`config.mk`:
```
export PLATFORM = sky130hd
export DESIGN_NAME = tmr_timer
export DESIGN_NICKNAME = d
export VERILOG_FILES = /design/src/include/tmr_pkg.sv /design/src/include/tmr_sync_if.sv /design/src/core/tmr_pin_sync.sv /design/src/core/tmr_timer.sv
export SDC_FILE = /design/constraint.sdc
export NUM_CORES = 1
export LEC_CHECK = 0
export BUFFER_PORTS_ARGS = -buffer_cell sky130_fd_sc_hd__buf_2
export CELL_PAD_IN_SITES_DETAIL_PLACEMENT = 1
export CELL_PAD_IN_SITES_GLOBAL_PLACEMENT = 2
export CORE_ASPECT_RATIO = 1.4
export CORE_MARGIN = 2
export CORE_UTILIZATION = 39
export CTS_CLUSTER_DIAMETER = 80
export CTS_CLUSTER_SIZE = 10
export DETAILED_ROUTE_END_ITERATION = 16
export GPL_ROUTABILITY_DRIVEN = 0
export PLACE_DENSITY_LB_ADDON = 0.12
export SLEW_MARGIN = 20
export SYNTH_ARGS = -nofsm -noshare
export SYNTH_HDL_FRONTEND = slang
export SYNTH_HIERARCHICAL = 1
export SYNTH_SLANG_ARGS = --single-unit
```
`constraint.sdc`:
```
create_clock -name clk -period 4.2 [get_ports clk]
set_input_delay 0.84 -clock clk [delete_from_list [all_inputs] [get_ports clk]]
set_output_delay 0.84 -clock clk [all_outputs]
set_load 0.1 [all_outputs]
```
`src/include/tmr_pkg.sv`:
```
/*
 Package for the 16-bit timer/counter: register addresses, control bit
 positions, reset values and mode selection.
 Assumes an 8-bit special function register port with byte addresses.
*/
package tmr_pkg;
    // Special function register addresses
    localparam logic [7:0] TMR_ADDR_CTRL     = 8'hc8;
    localparam logic [7:0] TMR_ADDR_MODE     = 8'hc9;
    localparam logic [7:0] TMR_ADDR_RELOAD_L = 8'hca;
    localparam logic [7:0] TMR_ADDR_RELOAD_H = 8'hcb;
    localparam logic [7:0] TMR_ADDR_COUNT_L  = 8'hcc;
    localparam logic [7:0] TMR_ADDR_COUNT_H  = 8'hcd;
    // Control register bit positions
    localparam int TMR_BIT_OVF   = 7;
    localparam int TMR_BIT_EXF   = 6;
    localparam int TMR_BIT_RXSEL = 5;
    localparam int TMR_BIT_TXSEL = 4;
    localparam int TMR_BIT_EXEN  = 3;
    localparam int TMR_BIT_RUN   = 2;
    localparam int TMR_BIT_CNT   = 1;
    localparam int TMR_BIT_CAP   = 0;
    // Mode register bit positions
    localparam int TMR_BIT_OUTEN = 1;
    localparam int TMR_BIT_DOWN_COUNT_ENABLE  = 0;
    // Reset values and maximum count
    localparam logic [7:0]  TMR_CTRL_RST  = 8'h00;
    localparam logic [7:0]  TMR_MODE_RST  = 8'h00;
    localparam logic [15:0] TMR_WORD_RST  = 16'h0000;
    localparam logic [15:0] TMR_COUNT_MAX = 16'hffff;
    // Operating modes
    typedef enum logic [2:0] {
        TMR_OFF,
        TMR_RELOAD,
        TMR_UPDOWN,
        TMR_CAPTURE,
        TMR_BAUD,
        TMR_CLKOUT
    } tmr_mode_e;
endpackage

```
`src/include/tmr_sync_if.sv`:
```
/*
 Interface carrying synchronised pin levels and their falling edges from
 the pin synchroniser to the timer core.
 Assumes both ends share the system clock.
*/
`timescale 1ns/1ns
interface tmr_sync_if;
    logic event_level;
    logic event_fall;
    logic ext_level;
    logic ext_fall;
    modport source (output event_level, output event_fall, output ext_level, output ext_fall);
    modport sink   (input  event_level, input  event_fall, input  ext_level, input  ext_fall);
endinterface

```
`src/core/tmr_pin_sync.sv`:
```
/*
 Three-stage synchroniser for the event and capture/reload pins with
 falling-edge detection when the second and third stages agree low against a high accepted level.
 Assumes the pins are asynchronous to clk.
*/
`timescale 1ns/1ns
module tmr_pin_sync
    import tmr_pkg::*;
(
    input  wire logic clk,
    input  wire logic rstn,
    input  wire logic event_input_pin,
    input  wire logic ext_capture_reload_pin,
    tmr_sync_if.source sync
);
    typedef struct packed {
        logic [2:0] ev;
        logic [2:0] ex;
        logic       ev_lvl;
        logic       ex_lvl;
    } tmr_sync_s;

    tmr_sync_s s_q;
    tmr_sync_s s_d;

    // Shift pin samples in
    always_comb begin
        s_d    = s_q;
        s_d.ev = {s_q.ev[1:0], event_input_pin};
        s_d.ex = {s_q.ex[1:0], ext_capture_reload_pin};
        // Accepted level moves only when stages two and three agree
        if (s_q.ev[2] == s_q.ev[1]) begin
            s_d.ev_lvl = s_q.ev[2];
        end
        if (s_q.ex[2] == s_q.ex[1]) begin
            s_d.ex_lvl = s_q.ex[2];
        end
    end

    always_ff @(posedge clk or negedge rstn) begin
        if (!rstn) begin
            s_q <= '1;
        end else begin
            s_q <= s_d;
        end
    end

    // Fall seen when agreed low follows an accepted high
    assign sync.event_level = s_q.ev_lvl;
    assign sync.event_fall  = s_q.ev_lvl & ~s_q.ev[2] & ~s_q.ev[1];
    assign sync.ext_level   = s_q.ex_lvl;
    assign sync.ext_fall    = s_q.ex_lvl & ~s_q.ex[2] & ~s_q.ex[1];
endmodule // tmr_pin_sync

```
`src/core/tmr_timer.sv`:
```
/*
 16-bit timer/counter with capture, auto-reload (up/down), baud clock and
 clock-out modes, reached through the special function register port.
 Assumes single-cycle register writes and a combinational read port;
 the serial port consumes the baud pulses in its modes 1 and 3.
*/
`timescale 1ns/1ns
//
// Operation
// - Count readable at high and low addresses
// - Capture/reload value at its two addresses
// - Control register bits in documented order
// - External falling edge sets external flag (here only in capture or reload mode)
// - External flag requests interrupt when enabled
// - External flag cleared only by software
// - No external interrupt in up/down mode
// - Receive select routes overflow to receiver
// - Otherwise receiver uses other timer overflow
// - Capture, reload, baud modes with priority
// - Counter mode counts event pin falls (here not in baud or clock-out mode, which count every clock)
// - Capture count on external falling edge
module tmr_timer
    import tmr_pkg::*;
(
    input  wire logic       clk,
    input  wire logic       rstn,
    input  wire logic [7:0] sfr_addr,
    input  wire logic [7:0] sfr_wdata,
    input  wire logic       sfr_we,
    output logic      [7:0] sfr_rdata,
    input  wire logic       event_input_pin,
    input  wire logic       ext_capture_reload_pin,
    input  wire logic       other_timer_overflow,
    input  wire logic       timer_irq_enable,
    output logic            timer_irq,
    output logic            rx_baud_tick,
    output logic            tx_baud_tick,
    output logic            event_pin_out,
    output logic            event_pin_oe
);
    typedef struct packed {
        logic [7:0]  ctrl;
        logic [7:0]  mode;
        logic [15:0] count;
        logic [15:0] reload;
        logic        clk_out;
        logic        ovf_tick;
    } tmr_state_s;

    tmr_state_s s_q;
    tmr_state_s s_d;
    tmr_sync_if sync ();
    tmr_mode_e  op;
    logic       run;
    logic       baud_sel;
    logic       step;
    logic       down;
    logic       ext_hit;
    logic       wrap;

    tmr_pin_sync u_sync (
        .clk                    (clk),
        .rstn                   (rstn),
        .event_input_pin        (event_input_pin),
        .ext_capture_reload_pin (ext_capture_reload_pin),
        .sync                   (sync.source)
    );

    // Mode decode: baud and clock-out win over capture select
    always_comb begin
        run      = s_q.ctrl[TMR_BIT_RUN];
        baud_sel = s_q.ctrl[TMR_BIT_RXSEL] | s_q.ctrl[TMR_BIT_TXSEL];
        if (!run) begin
            op = TMR_OFF;
        end else if (baud_sel) begin
            op = TMR_BAUD;
        end else if (s_q.mode[TMR_BIT_OUTEN]) begin
            op = TMR_CLKOUT;
        end else if (s_q.ctrl[TMR_BIT_CAP]) begin
            op = TMR_CAPTURE;
        end else if (s_q.mode[TMR_BIT_DOWN_COUNT_ENABLE]) begin
            op = TMR_UPDOWN;
        end else begin
            op = TMR_RELOAD;
        end
    end

    // Count step source, direction and terminal detection
    always_comb begin
        ext_hit = sync.ext_fall & s_q.ctrl[TMR_BIT_EXEN];
        if (s_q.ctrl[TMR_BIT_CNT] && op != TMR_CLKOUT && op != TMR_BAUD) begin
            step = run & sync.event_fall;
        end else begin
            step = run;
        end
        // Direction follows capture/reload pin level in up/down mode with the external enable bit set
        down = (op == TMR_UPDOWN) & s_q.ctrl[TMR_BIT_EXEN] & ~sync.ext_level;
        if (down) begin
            wrap = step & (s_q.count == s_q.reload);
        end else begin
            wrap = step & (s_q.count == TMR_COUNT_MAX);
        end
    end

    // Next state: counting, capture, reload, flags and register writes
    always_comb begin
        s_d          = s_q;
        s_d.ovf_tick = 1'b0;
        if (step) begin
            if (down) begin
                s_d.count = wrap ? TMR_COUNT_MAX : s_q.count - 16'h0001;
            end else if (wrap && op != TMR_CAPTURE) begin
                s_d.count = s_q.reload;
            end else begin
                s_d.count = s_q.count + 16'h0001;
            end
        end
        if (wrap) begin
            s_d.ovf_tick = 1'b1;
            if (op == TMR_CLKOUT) begin
                s_d.clk_out = ~s_q.clk_out;
            end
        end
        // External edge: capture or forced reload
        if (ext_hit && run) begin
            if (op == TMR_CAPTURE) begin
                s_d.reload = s_q.count;
            end else if (op == TMR_RELOAD) begin
                s_d.count = s_q.reload;
            end
        end
        // Software writes, hardware set below wins
        if (sfr_we) begin
            case (sfr_addr)
                TMR_ADDR_CTRL:     s_d.ctrl          = sfr_wdata;
                TMR_ADDR_MODE:     s_d.mode          = {6'h00, sfr_wdata[1:0]};
                TMR_ADDR_RELOAD_L: s_d.reload[7:0]   = sfr_wdata;
                TMR_ADDR_RELOAD_H: s_d.reload[15:8]  = sfr_wdata;
                TMR_ADDR_COUNT_L:  s_d.count[7:0]    = sfr_wdata;
                TMR_ADDR_COUNT_H:  s_d.count[15:8]   = sfr_wdata;
                default: ;
            endcase
        end
        // Overflow flag not set while a baud source is selected
        if (wrap && !baud_sel) begin
            s_d.ctrl[TMR_BIT_OVF] = 1'b1;
        end
        // External flag set on enabled edge in capture or reload mode; never cleared by hardware
        if (ext_hit && run && (op == TMR_CAPTURE || op == TMR_RELOAD)) begin
            s_d.ctrl[TMR_BIT_EXF] = 1'b1;
        end
    end

    always_ff @(posedge clk or negedge rstn) begin
        if (!rstn) begin
            s_q <= '{ctrl: TMR_CTRL_RST, mode: TMR_MODE_RST, count: TMR_WORD_RST,
                     reload: TMR_WORD_RST, clk_out: 1'b0, ovf_tick: 1'b0};
        end else begin
            s_q <= s_d;
        end
    end

    // Register read multiplexer
    always_comb begin
        case (sfr_addr)
            TMR_ADDR_CTRL:     sfr_rdata = s_q.ctrl;
            TMR_ADDR_MODE:     sfr_rdata = s_q.mode;
            TMR_ADDR_RELOAD_L: sfr_rdata = s_q.reload[7:0];
            TMR_ADDR_RELOAD_H: sfr_rdata = s_q.reload[15:8];
            TMR_ADDR_COUNT_L:  sfr_rdata = s_q.count[7:0];
            TMR_ADDR_COUNT_H:  sfr_rdata = s_q.count[15:8];
            default:           sfr_rdata = 8'h00;
        endcase
    end

    // Interrupt request, external flag masked in up/down operation
    assign timer_irq = timer_irq_enable & (s_q.ctrl[TMR_BIT_OVF] |
                       (s_q.ctrl[TMR_BIT_EXF] & ~s_q.mode[TMR_BIT_DOWN_COUNT_ENABLE]));

    // Baud clock sources for the serial port
    assign rx_baud_tick = s_q.ctrl[TMR_BIT_RXSEL] ? s_q.ovf_tick : other_timer_overflow;
    assign tx_baud_tick = s_q.ctrl[TMR_BIT_TXSEL] ? s_q.ovf_tick : other_timer_overflow;

    // Clock-out toggle drives the event pin when timer function selected
    assign event_pin_out = s_q.clk_out;
    assign event_pin_oe  = s_q.mode[TMR_BIT_OUTEN] & ~s_q.ctrl[TMR_BIT_CNT];
endmodule // tmr_timer

```
==> summary.txt, run 1 <==
Status = complete, no violations
Worst Tran Pin Value = 0.990 ns
CP Class = primary input to primary output
Placed Area = 0.00460 mm²
Synth cell types = 59
Reg2reg setup slack = 1.00 ns
Port bufs = 35
Post-Syn Nets = 558
Final Worst Setup Slack = 0.738 ns
First-pass GRT wire length = 25700 µm
Final Util = 43.9%
Worst clock skew = 0.00859 ns
Reg-to-reg startpoint = s_q[46]
Worst Hold Path Cells = 0
Avg WL per Cell = 23.9 µm
Main combinational cell family by area after synthesis = simple AND/OR/NAND/NOR gates
DR vias/cell = 6.03
Synth Instances = 533
Commonest non-fill, non-tap cell in the layout = nor2_1
Max-cap violations = 0
Worst-path clk slew = 0.08 ns
Worst Hold Launch = u_sync/s_d[3]
Core area = 0.0108 mm²
Seq/Total Area, Yosys = 30.5%
Peak VDD IR = 0.209 mV
Vias = 4182
Routed Antenna Nets = 0
CP Buf/Inv Count = 2
CTS sink count = 52
Max stage delay on crit path = 0.46 ns
Tot GR Track Use = 29.2%
Std cell rows = 45
Endpoint type of the worst setup path = primary output
Clk_lat worst skew = 0.31 ns
Adder-Cell Fraction of Synth Area = 1.11%
Hold Fails Final Rpt = 0
Avg Cell Area, Syn = 8.05 µm²
NumNets Final = 577
FFs w/ async S/R, synth = 100%
Crit path cell chain = buf_2, nor2_1, nand4_1, nor2_1, nand3_1, o21ai_0, buf_2
Xor/xnor share of the synthesized area = 6.70%
# resized after CTS = 0
TritonCTS clock tree = done
# DRC = 0
YS warnings = 6
Vias in the first global route = 4417
Pwr Density = 289 mW/mm²
Lkg Pwr = 2.03 nW
Main synth FF type = dfrtp_1
Max-slew violations = 0
Commonest non-fill, non-tap cells in the layout = nor2_1, a21oi_1, dfrtp_1
FF/Latch Area = 0.00131 mm²
Die Wd = 92.7 µm
Post-synthesis mux area share = 10.6%
Setup Viol. Count Final = 0
Synthesized-area fraction occupied by and/or/nand/nor cells = 23.9%
Worst Path Max Fanout = 8
# diodes = 0
Hold EP = u_sync/s_d[4]
Min-delay worst type = register to register
Footprint of the multi-input gates = 0.00276 mm²
P&R area growth vs syn = 10.6%
Req. time, crit path = 3.36 ns
Detailed Route WL = 16600 µm
Die Height = 128 µm
IO Count = 36
CP arrival = 2.62 ns
Fillers = 1344
Number of iterations in the first detailed-routing pass = 4
Reg2reg end = s_q[19]
Hold Buf Count CTS = 0
Peak Freq = 289 MHz
Synth Area in Compound Gates = 21.7%
RSZ-0062 raised after global routing = false
Slowest cell on crit path = buf_2
Dpl hpwl = 12100 µm
Final Cell Area = 0.00475 mm²
GR Overflow Total = 0
Post-layout min period = 3.46 ns
Post-synth EDFFs = 0
Largest net degree at the start of global routing = 33
DRT iter0 DRCs = 214
Synthesized area = 0.00429 mm²
Clock Tree Root = clkbuf_16
Layout cell share with drive strength beyond 1 = 19.7%
Dpl ws = 0.729 ns
H-tree depth = 2
Final clock period utilization by the worst path = 82.4%
Reg2reg path depth = 8
Initial antenna violation count = 0
Die area = 0.0119 mm²
Synth Register Bits = 52
Post-CTS Setup Bufs = 0
Pwr Total = 1.37 mW
Worst Setup Start Kind = primary input
Worst path top cell family by delay = simple AND/OR/NAND/NOR gates
Initial core utilization = 39.7%
CTS Buffer Depth = 2
Max_slew headroom = 33.7%
TritonCTS buffer count = 5
## through the flow
step / TNS (ns) / hold slack [ns] / std cells
after floorplan: -2.21 / 0.345 / 533
after global placement: 0 / 0.346 / 686
after detailed placement: 0 / 0.348 / 686
after CTS: 0 / 0.360 / 694
after global routing: 0 / 0.365 / 694
final: 0 / 0.360 / 694
## layer usage
layer  routed length (µm)  track usage [%]
met5                    0                0
met2                 8440             51.9
met4                  762             14.2
met1                 6750             35.0
met3                  666             2.82
## where the power goes
group          internal, mW  switching [mW]
combinational         0.137           0.200
sequential            0.527          0.0594
clock                 0.226           0.220
## flip-flops by register name, indices dropped and copies added, names as in the netlist
signal and count:
u_sync/sync.event_level 1, event_pin_out 1, u_sync/s_d 4, s_q 42, u_sync/sync.ext_level 1, u_sync/s_q 2
run 1
## synthesized netlist by cell type (all sizes together) (3+ instances only)
| cell type | instances | share of area (%) |
|---|---|---|
| nor2 | 71 | 6.2 |
| a21oi | 53 | 6.2 |
| dfrtp | 44 | 26 |
| nand2 | 39 | 3.5 |
| o21ai | 38 | 4.4 |
| clkbuf | 32 | 2.8 |
| nand3 | 26 | 3.0 |
| xnor2 | 26 | 5.5 |
| mux2i | 24 | 5.6 |
| inv | 16 | 1.4 |
| nor3 | 16 | 1.9 |
| a2bb2oi | 15 | 3.1 |
| mux2 | 15 | 3.9 |
| o21a | 9 | 1.6 |
| dfstp | 8 | 4.9 |
| nor2b | 7 | 1.0 |
| a22oi | 6 | 1.0 |
| buf | 6 | 1.1 |
| nand4 | 6 | 0.87 |
| o21ba | 6 | 1.4 |
| o22ai | 6 | 0.87 |
| or3 | 6 | 1.2 |
| xor2 | 6 | 1.2 |
| and2 | 4 | 0.64 |
| and3 | 4 | 0.58 |
| nor4 | 4 | 0.73 |
| or4 | 4 | 0.87 |
| nor3b | 3 | 0.52 |
| nor4bb | 3 | 0.70 |
## cell families after synthesis
group | after synthesis
adders and majority gates | 4
and+or+nand+nor | 201
AOI/OAI and AO/OA | 148
DFF | 52
muxes | 41
buffers and inverters | 55
xor gates and xnor gates | 32
## area by class of cell
cell class,instances,share of cell area [%]
Clock inverter,3,0.527
Clock buffer,5,2.64
Multi-Input combinational cell,426,58.1
Inverter,17,1.34
Sequential cell,52,27.6
Timing Repair Buffer,50,6.06
Tap cell,141,3.72
## how the worst max path moves through the flow
stage | startpoint | to | slack, ns | depth (start not counted)
2_1_floorplan | sfr_addr[5] | sfr_rdata[2] | -0.37 | 5
3_3_place_gp | sfr_addr[5] | sfr_rdata[7] | 0.84 | 7
3_5_place_dp | sfr_addr[5] | sfr_rdata[7] | 0.73 | 7
4_1_cts | sfr_addr[5] | sfr_rdata[7] | 0.72 | 7
5_1_grt | sfr_addr[5] | sfr_rdata[6] | 0.50 | 7
6_report | sfr_addr[5] | sfr_rdata[7] | 0.74 | 7
Note: power is estimated with default switching activity, not from simulation.
==> inputs of run 2 (changes only) <==
--- a/config.mk
+++ b/config.mk
@@ -10,7 +10,7 @@
 export CELL_PAD_IN_SITES_GLOBAL_PLACEMENT = 2
 export CORE_ASPECT_RATIO = 1.4
 export CORE_MARGIN = 2
-export CORE_UTILIZATION = 39
+export CORE_UTILIZATION = 33
 export CTS_CLUSTER_DIAMETER = 80
 export CTS_CLUSTER_SIZE = 10
 export DETAILED_ROUTE_END_ITERATION = 16
==> constraint.sdc (replaced) <==
create_clock -name clk -period 3.1 [get_ports clk]
set_input_delay 0.62 -clock clk [delete_from_list [all_inputs] [get_ports clk]]
set_output_delay 0.62 -clock clk [all_outputs]
set_load 0.1 [all_outputs]
==> summary.txt, run 2 (synthesized netlist as in run 1, its figures left out) <==
Status = complete, no violations (unchanged)
Fillers = 1557 (was 1344)
Commonest non-fill, non-tap cell in the layout = nor2_1 (unchanged)
Dpl hpwl = 14100 µm (was 12100 µm)
CP Buf/Inv Count = 0 (was 2)
Clock Tree Root = clkbuf_16 (unchanged)
Die area = 0.0139 mm² (was 0.0119 mm²)
P&R area growth vs syn = 20.8% (was 10.6%)
Min-delay worst type = primary input to async pin (was register to register)
Routed Antenna Nets = 0 (unchanged)
Peak VDD IR = 0.194 mV (was 0.209 mV)
CTS Buffer Depth = 2 (unchanged)
Dpl ws = 0.110 ns (was 0.729 ns)
Worst path top cell family by delay = simple AND/OR/NAND/NOR gates (unchanged)
Lkg Pwr = 2.26 nW (was 2.03 nW)
Detailed Route WL = 19000 µm (was 16600 µm)
Non-Filler Instances = 742 (was 694)
Reg2reg end = event_pin_out (was s_q[19])
GR Overflow Total = 0 (unchanged)
Vias in the first global route = 4705 (was 4417)
CTS sink count = 52 (unchanged)
H-tree depth = 2 (unchanged)
Worst-path clk slew = 0.08 ns (about the same)
Initial antenna violation count = 0 (unchanged)
TritonCTS clock tree = done (unchanged)
Worst Path Max Fanout = 9 (was 8)
Top reg by flops = s_q (unchanged)
Clk_lat worst skew = 0.31 ns (about the same)
CP Class = register to register (was primary input to primary output)
Max stage delay on crit path = 0.56 ns (was 0.46 ns)
DR vias/cell = 5.99 (was 6.03)
DRT iter0 DRCs = 298 (was 214)
Port bufs = 35 (unchanged)
# DRC = 0 (unchanged)
Vias = 4447 (was 4182)
Max-cap violations = 0 (unchanged)
Reg-to-reg startpoint = u_sync/sync.ext_level (was s_q[46])
Post-layout min period = 3.02 ns
Peak Freq = 331 MHz
Req. time, crit path = 3.29 ns (was 3.36 ns)
Final Worst Setup Slack = 0.0816 ns (was 0.738 ns)
IO Count = 36 (unchanged)
Max-slew violations = 0 (unchanged)
RSZ-0062 raised after global routing = false (unchanged)
Slowest cell on crit path = dfstp_2 (was buf_2)
NumNets Final = 613 (was 577)
Core area = 0.0128 mm² (was 0.0108 mm²)
Initial core utilization = 33.7% (was 39.7%)
Hold Fails Final Rpt = 0 (unchanged)
Setup Viol. Count Final = 0 (unchanged)
Number of iterations in the first detailed-routing pass = 5 (was 4)
Reg2reg path depth = 8 (unchanged)
Endpoint type of the worst setup path = register (was primary output)
Placed insts = 728 (was 686)
CP arrival = 3.21 ns (was 2.62 ns)
Die Height = 139 µm (was 128 µm)
Avg WL per Cell = 25.6 µm (was 23.9 µm)
# diodes = 0 (unchanged)
Largest net degree at the start of global routing = 31 (was 33)
TritonCTS buffer count = 5 (unchanged)
Footprint of the multi-input gates = 0.00278 mm² (was 0.00276 mm²)
Reg2reg setup slack = 0.08 ns (was 1.00 ns)
Worst Setup Start Kind = register (was primary input)
Std cell rows = 49 (was 45)
Pwr Density = 379 mW/mm² (was 289 mW/mm²)
Worst clock skew = 0.0114 ns (was 0.00859 ns)
Commonest non-fill, non-tap cells in the layout = nor2_1, a21oi_1, buf_4 (was nor2_1, a21oi_1, dfrtp_1)
FF/Latch Area = 0.00131 mm² (unchanged)
Setup TNS = 0 ns (unchanged)
Min Hold Slack = 0.320 ns (was 0.360 ns)
Tot GR Track Use = 28.1% (was 29.2%)
Critical Path Most Common Cell = or3_4
Largest register FFs = 42 (unchanged)
Die Wd = 100 µm (was 92.7 µm)
Layout cell share with drive strength beyond 1 = 25.5% (was 19.7%)
Crit path cell chain = and4bb_2, and2_4, a211oi_1, o22ai_1, or3_4, or3_4, or3_4, xnor2_2 (was buf_2, nor2_1, nand4_1, nor2_1, nand3_1, o21ai_0, buf_2)
Max_slew headroom = 53.4% (was 33.7%)
Final clock period utilization by the worst path = 97.4%
First-pass GRT wire length = 29100 µm (was 25700 µm)
Worst Tran Pin Value = 0.698 ns (was 0.990 ns)
run 2: cell types whose count changed in the layout (fill, tap and decap cells not counted):
cell | previous run | this run
clkbuf_8 | 0 | 1
buf_2 | 35 | 29
o21ai_0 | 33 | 27
nand2_2 | 1 | 0
nand2_4 | 0 | 1
o21ai_1 | 5 | 6
buf_4 | 15 | 50
clkinvlp_4 | 1 | 0
buf_12 | 0 | 7
inv_6 | 2 | 0
o21ai_2 | 0 | 5
clkinv_4 | 0 | 1
bufinv_16 | 0 | 1
run 2: what timing repair did:
action                                  CTS  global route
endpoints found under the hold margin     0             0
setup buffers                             0             6
hold buffers                              0             0
gates resized for setup                   0             1
endpoints found under the setup margin    0            11
run 2: where the power goes:
group / internal (mW) / switching (mW)
combinational: 0.194 / 0.303
clock: 0.406 / 0.288
sequential: 0.714 / 0.0607
total: 1.31 / 0.652
run 2: cell type report:
type	instances	share of cell area [%]
Multi-Input combinational cell	426	53.6
Tap cell	153	3.69
Clock inverter	2	0.748
Sequential cell	52	25.3
Clock buffer	6	2.68
Inverter	17	1.23
Timing Repair Buffer	86	12.7
run 2: worst max path at each step:
stage / from / end / slack, ns / cells past startpoint
finish: u_sync/sync.ext_level / event_pin_out / 0.08 / 8
global route: s_q[46] / event_pin_out / 0.009 / 8
CTS: s_q[46] / event_pin_out / 0.10 / 8
detailed placement: s_q[46] / event_pin_out / 0.11 / 8
global placement: s_q[46] / event_pin_out / 0.18 / 8
floorplan: sfr_addr[5] / sfr_rdata[2] / -0.41 / 5
run 2: metrics by stage:
step | area, µm² | utilization, % | total power, mW
final | 5180 | 40.7 | 1.97
after global routing | 5180 | 40.7 | 2.05
after CTS | 5130 | 40.3 | 1.97
after detailed placement | 4960 | 38.9 | 1.28
after global placement | 4960 | 38.9 | 1.27
after floorplan | 4310 | - | 1.10
run 2: metal layers:
layer  global-route usage (%)  vias to the layer above  share of wire [%]
li1                         -                     2006                  -
met5                        0                        -                  0
met2                     48.9                      149                 52
met4                     9.73                        0                3.0
met1                     36.2                     2261                 41
met3                     2.22                       31                4.2
run 2: worst reg2reg max path, stage by stage, from the launching register on:
cell      delay (ns)
dfstp_2         0.56
and4bb_2        0.27
and2_4          0.19
a211oi_1        0.31
o22ai_1         0.21
or3_4           0.44
or3_4           0.41
or3_4           0.38
xnor2_2         0.13
==> inputs of run 3 (changes only) <==
==> constraint.sdc (replaced) <==
create_clock -name clk -period 2.7 [get_ports clk]
set_input_delay 0.54 -clock clk [delete_from_list [all_inputs] [get_ports clk]]
set_output_delay 0.54 -clock clk [all_outputs]
set_load 0.1 [all_outputs]
==> summary.txt, run 3 (synthesized netlist as in run 1, its figures left out) <==
Pwr Total = 2.25 mW (was 1.97 mW)
Req. time, crit path = 2.89 ns (was 3.29 ns)
Min-delay worst type = primary input to async pin (unchanged)
Non-Filler Instances = 791 (was 742)
# DRC = 0 (unchanged)
Port bufs = 35 (unchanged)
CTS Buffer Depth = 2 (unchanged)
Max-cap violations = 0 (unchanged)
Largest net degree at the start of global routing = 28 (was 31)
Commonest non-fill, non-tap cells in the layout = buf_4, nor2_1, a21oi_1 (was nor2_1, a21oi_1, buf_4)
Worst setup startpoint = s_q[47] (was u_sync/sync.ext_level)
Initial core utilization = 33.7% (unchanged)
Tot GR Track Use = 27.7% (was 28.1%)
Clk_lat worst skew = 0.31 ns (about the same)
Hold Buf Count CTS = 0 (unchanged)
Peak VDD IR = 0.268 mV (was 0.194 mV)
Pwr Density = 393 mW/mm² (was 379 mW/mm²)
NumNets Final = 662 (was 613)
CTS sink count = 52 (unchanged)
DRT iter0 DRCs = 178 (was 298)
Hold Fails Final Rpt = 0 (unchanged)
Peak Freq = 359 MHz (was 331 MHz)
Crit path cell chain = nor4b_4, buf_4, and2_4, nand2_1, o22a_1, or3_4, or3_4, or3_4, xnor2_2 (was and4bb_2, and2_4, a211oi_1, o22ai_1, or3_4, or3_4, or3_4, xnor2_2)
Worst Tran Pin Value = 0.779 ns (was 0.698 ns)
Final Worst Setup Slack = -0.0858 ns (was 0.0816 ns)
Failing checks = setup timing
Reg2reg end = event_pin_out (unchanged)
Initial antenna violation count = 0 (unchanged)
Vias in the first global route = 4936 (was 4705)
Number of iterations in the first detailed-routing pass = 4 (was 5)
RSZ-0062 raised after global routing = true (was false)
Commonest non-fill, non-tap cell in the layout = buf_4 (was nor2_1)
Die Wd = 100 µm (unchanged)
P&R area growth vs syn = 33.3% (was 20.8%)
Layout cell share with drive strength beyond 1 = 33.5% (was 25.5%)
# diodes = 0 (unchanged)
Final Cell Area = 0.00572 mm² (was 0.00518 mm²)
Reg2reg setup slack = -0.09 ns (was 0.08 ns)
Die Height = 139 µm (unchanged)
Routed Antenna Nets = 0 (unchanged)
Max_slew headroom = 47.9% (was 53.4%)
Status = finished, violations left (was complete, no violations)
Vias = 4583 (was 4447)
Avg WL per Cell = 23.8 µm (was 25.6 µm)
Worst Path Max Fanout = 6 (was 9)
Largest register FFs = 42 (unchanged)
Detailed Route WL = 18800 µm (was 19000 µm)
H-tree depth = 2 (unchanged)
IO Count = 36 (unchanged)
GR Overflow Total = 0 (unchanged)
First-pass GRT wire length = 28800 µm (was 29100 µm)
Reg2reg path depth = 9 (was 8)
Placed Area = 0.00542 mm² (was 0.00496 mm²)
Top reg by flops = s_q (unchanged)
Lkg Pwr = 2.53 nW (was 2.26 nW)
Std cell rows = 49 (unchanged)
Dpl hpwl = 14600 µm (was 14100 µm)
Worst clock skew = 0.0106 ns (was 0.0114 ns)
Critical Path Sink = event_pin_out (unchanged)
Max-slew violations = 0 (unchanged)
Max stage delay on crit path = 0.41 ns (was 0.56 ns)
Slowest cell on crit path = dfrtp_1 (was dfstp_2)
CP Class = register to register (unchanged)
Core area = 0.0128 mm² (unchanged)
Setup TNS = -0.230 ns (was 0 ns)
Critical Path Most Common Cell = or3_4 (unchanged)
Die area = 0.0139 mm² (unchanged)
Worst Setup Start Kind = register (unchanged)
TritonCTS buffer count = 5 (unchanged)
DR vias/cell = 5.79 (was 5.99)
Endpoint type of the worst setup path = register (unchanged)
Final clock period utilization by the worst path = 103% (was 97.4%)
Placed insts = 777 (was 728)
Worst-path clk slew = 0.08 ns (about the same)
Setup Viol. Count Final = 8 (was 0)
Reg-to-reg startpoint = s_q[47] (was u_sync/sync.ext_level)
Clock Tree Root = clkbuf_16 (unchanged)
Post-layout min period = 2.79 ns (was 3.02 ns)
CP arrival = 2.97 ns (was 3.21 ns)
TritonCTS clock tree = done (unchanged)
## run 3: cell count changes in the layout (fill, tap and decap cells not counted), moves of 3 or more
cell	delta
buf_4	+41
a2bb2oi_2	+8
or3_4	+3
buf_12	+6
or3_1	-3
a2bb2oi_1	-8
buf_6	+4
## run 3: critical path: cells and delay by family (launching register included)
family	cells	cell delay (ns)
AO/OA/AOI/OAI	1	0.21
XOR/XNOR	1	0.14
buffers and inverters	1	0.17
flip-flops	1	0.41
AND/OR/NAND/NOR	6	1.73
## run 3: layout make-up
cell class / instances / area, µm²
multi-input combinational: 426 / 2890
inverter: 17 / 63.8
clock buffer: 8 / 146
fill: 1537 / 7030
tap: 153 / 191
timing repair buffer: 135 / 1120
sequential: 52 / 1310
## run 3: per-stage QoR
stage          utilization (%)  hold slack (ns)  setup slack, ns
2_1_floorplan                -            0.244           -0.174
3_3_place_gp              42.5            0.349           -0.101
3_5_place_dp              42.5            0.348           -0.230
4_1_cts                   44.5            0.316          -0.0985
5_1_grt                   44.9            0.329           -0.160
6_report                  44.9            0.283          -0.0858
## run 3: routing by layer
| metal | up-vias | wire length [µm] | track usage (%) |
|---|---|---|---|
| li1 | 2105 | - | - |
| met1 | 2336 | 7590 | 34.8 |
| met5 | - | 0 | 0 |
| met3 | 27 | 757 | 2.47 |
| met4 | 0 | 569 | 9.73 |
| met2 | 115 | 9930 | 48.9 |
## run 3: worst min path at each step
| stage | to | slack [ns] | cells past startpoint |
|---|---|---|---|
| 3_3_place_gp | u_sync/s_d[7] | 0.35 | 0 |
| 5_1_grt | s_q[25] | 0.33 | 1 |
| 3_5_place_dp | u_sync/s_d[4] | 0.35 | 0 |
| 2_1_floorplan | event_pin_out | 0.24 | 0 |
| 4_1_cts | s_q[25] | 0.32 | 1 |
| 6_report | s_q[25] | 0.28 | 1 |
## run 3: what timing repair did
action | CTS | global route
pin swaps | 7 | 8
resized for setup | 21 | 6
buffers inserted | 3 | 3
cloned | 0 | 0
endpoints found under the setup margin | 16 | 17
## run 3: power by group
group,switching (mW),leakage [nW],total (mW),internal (mW)
clock,0.328,0.0712,0.700,0.373
sequential,0.0522,0.606,0.873,0.821
combinational,0.387,1.85,0.677,0.289
total,0.767,2.53,2.25,1.48
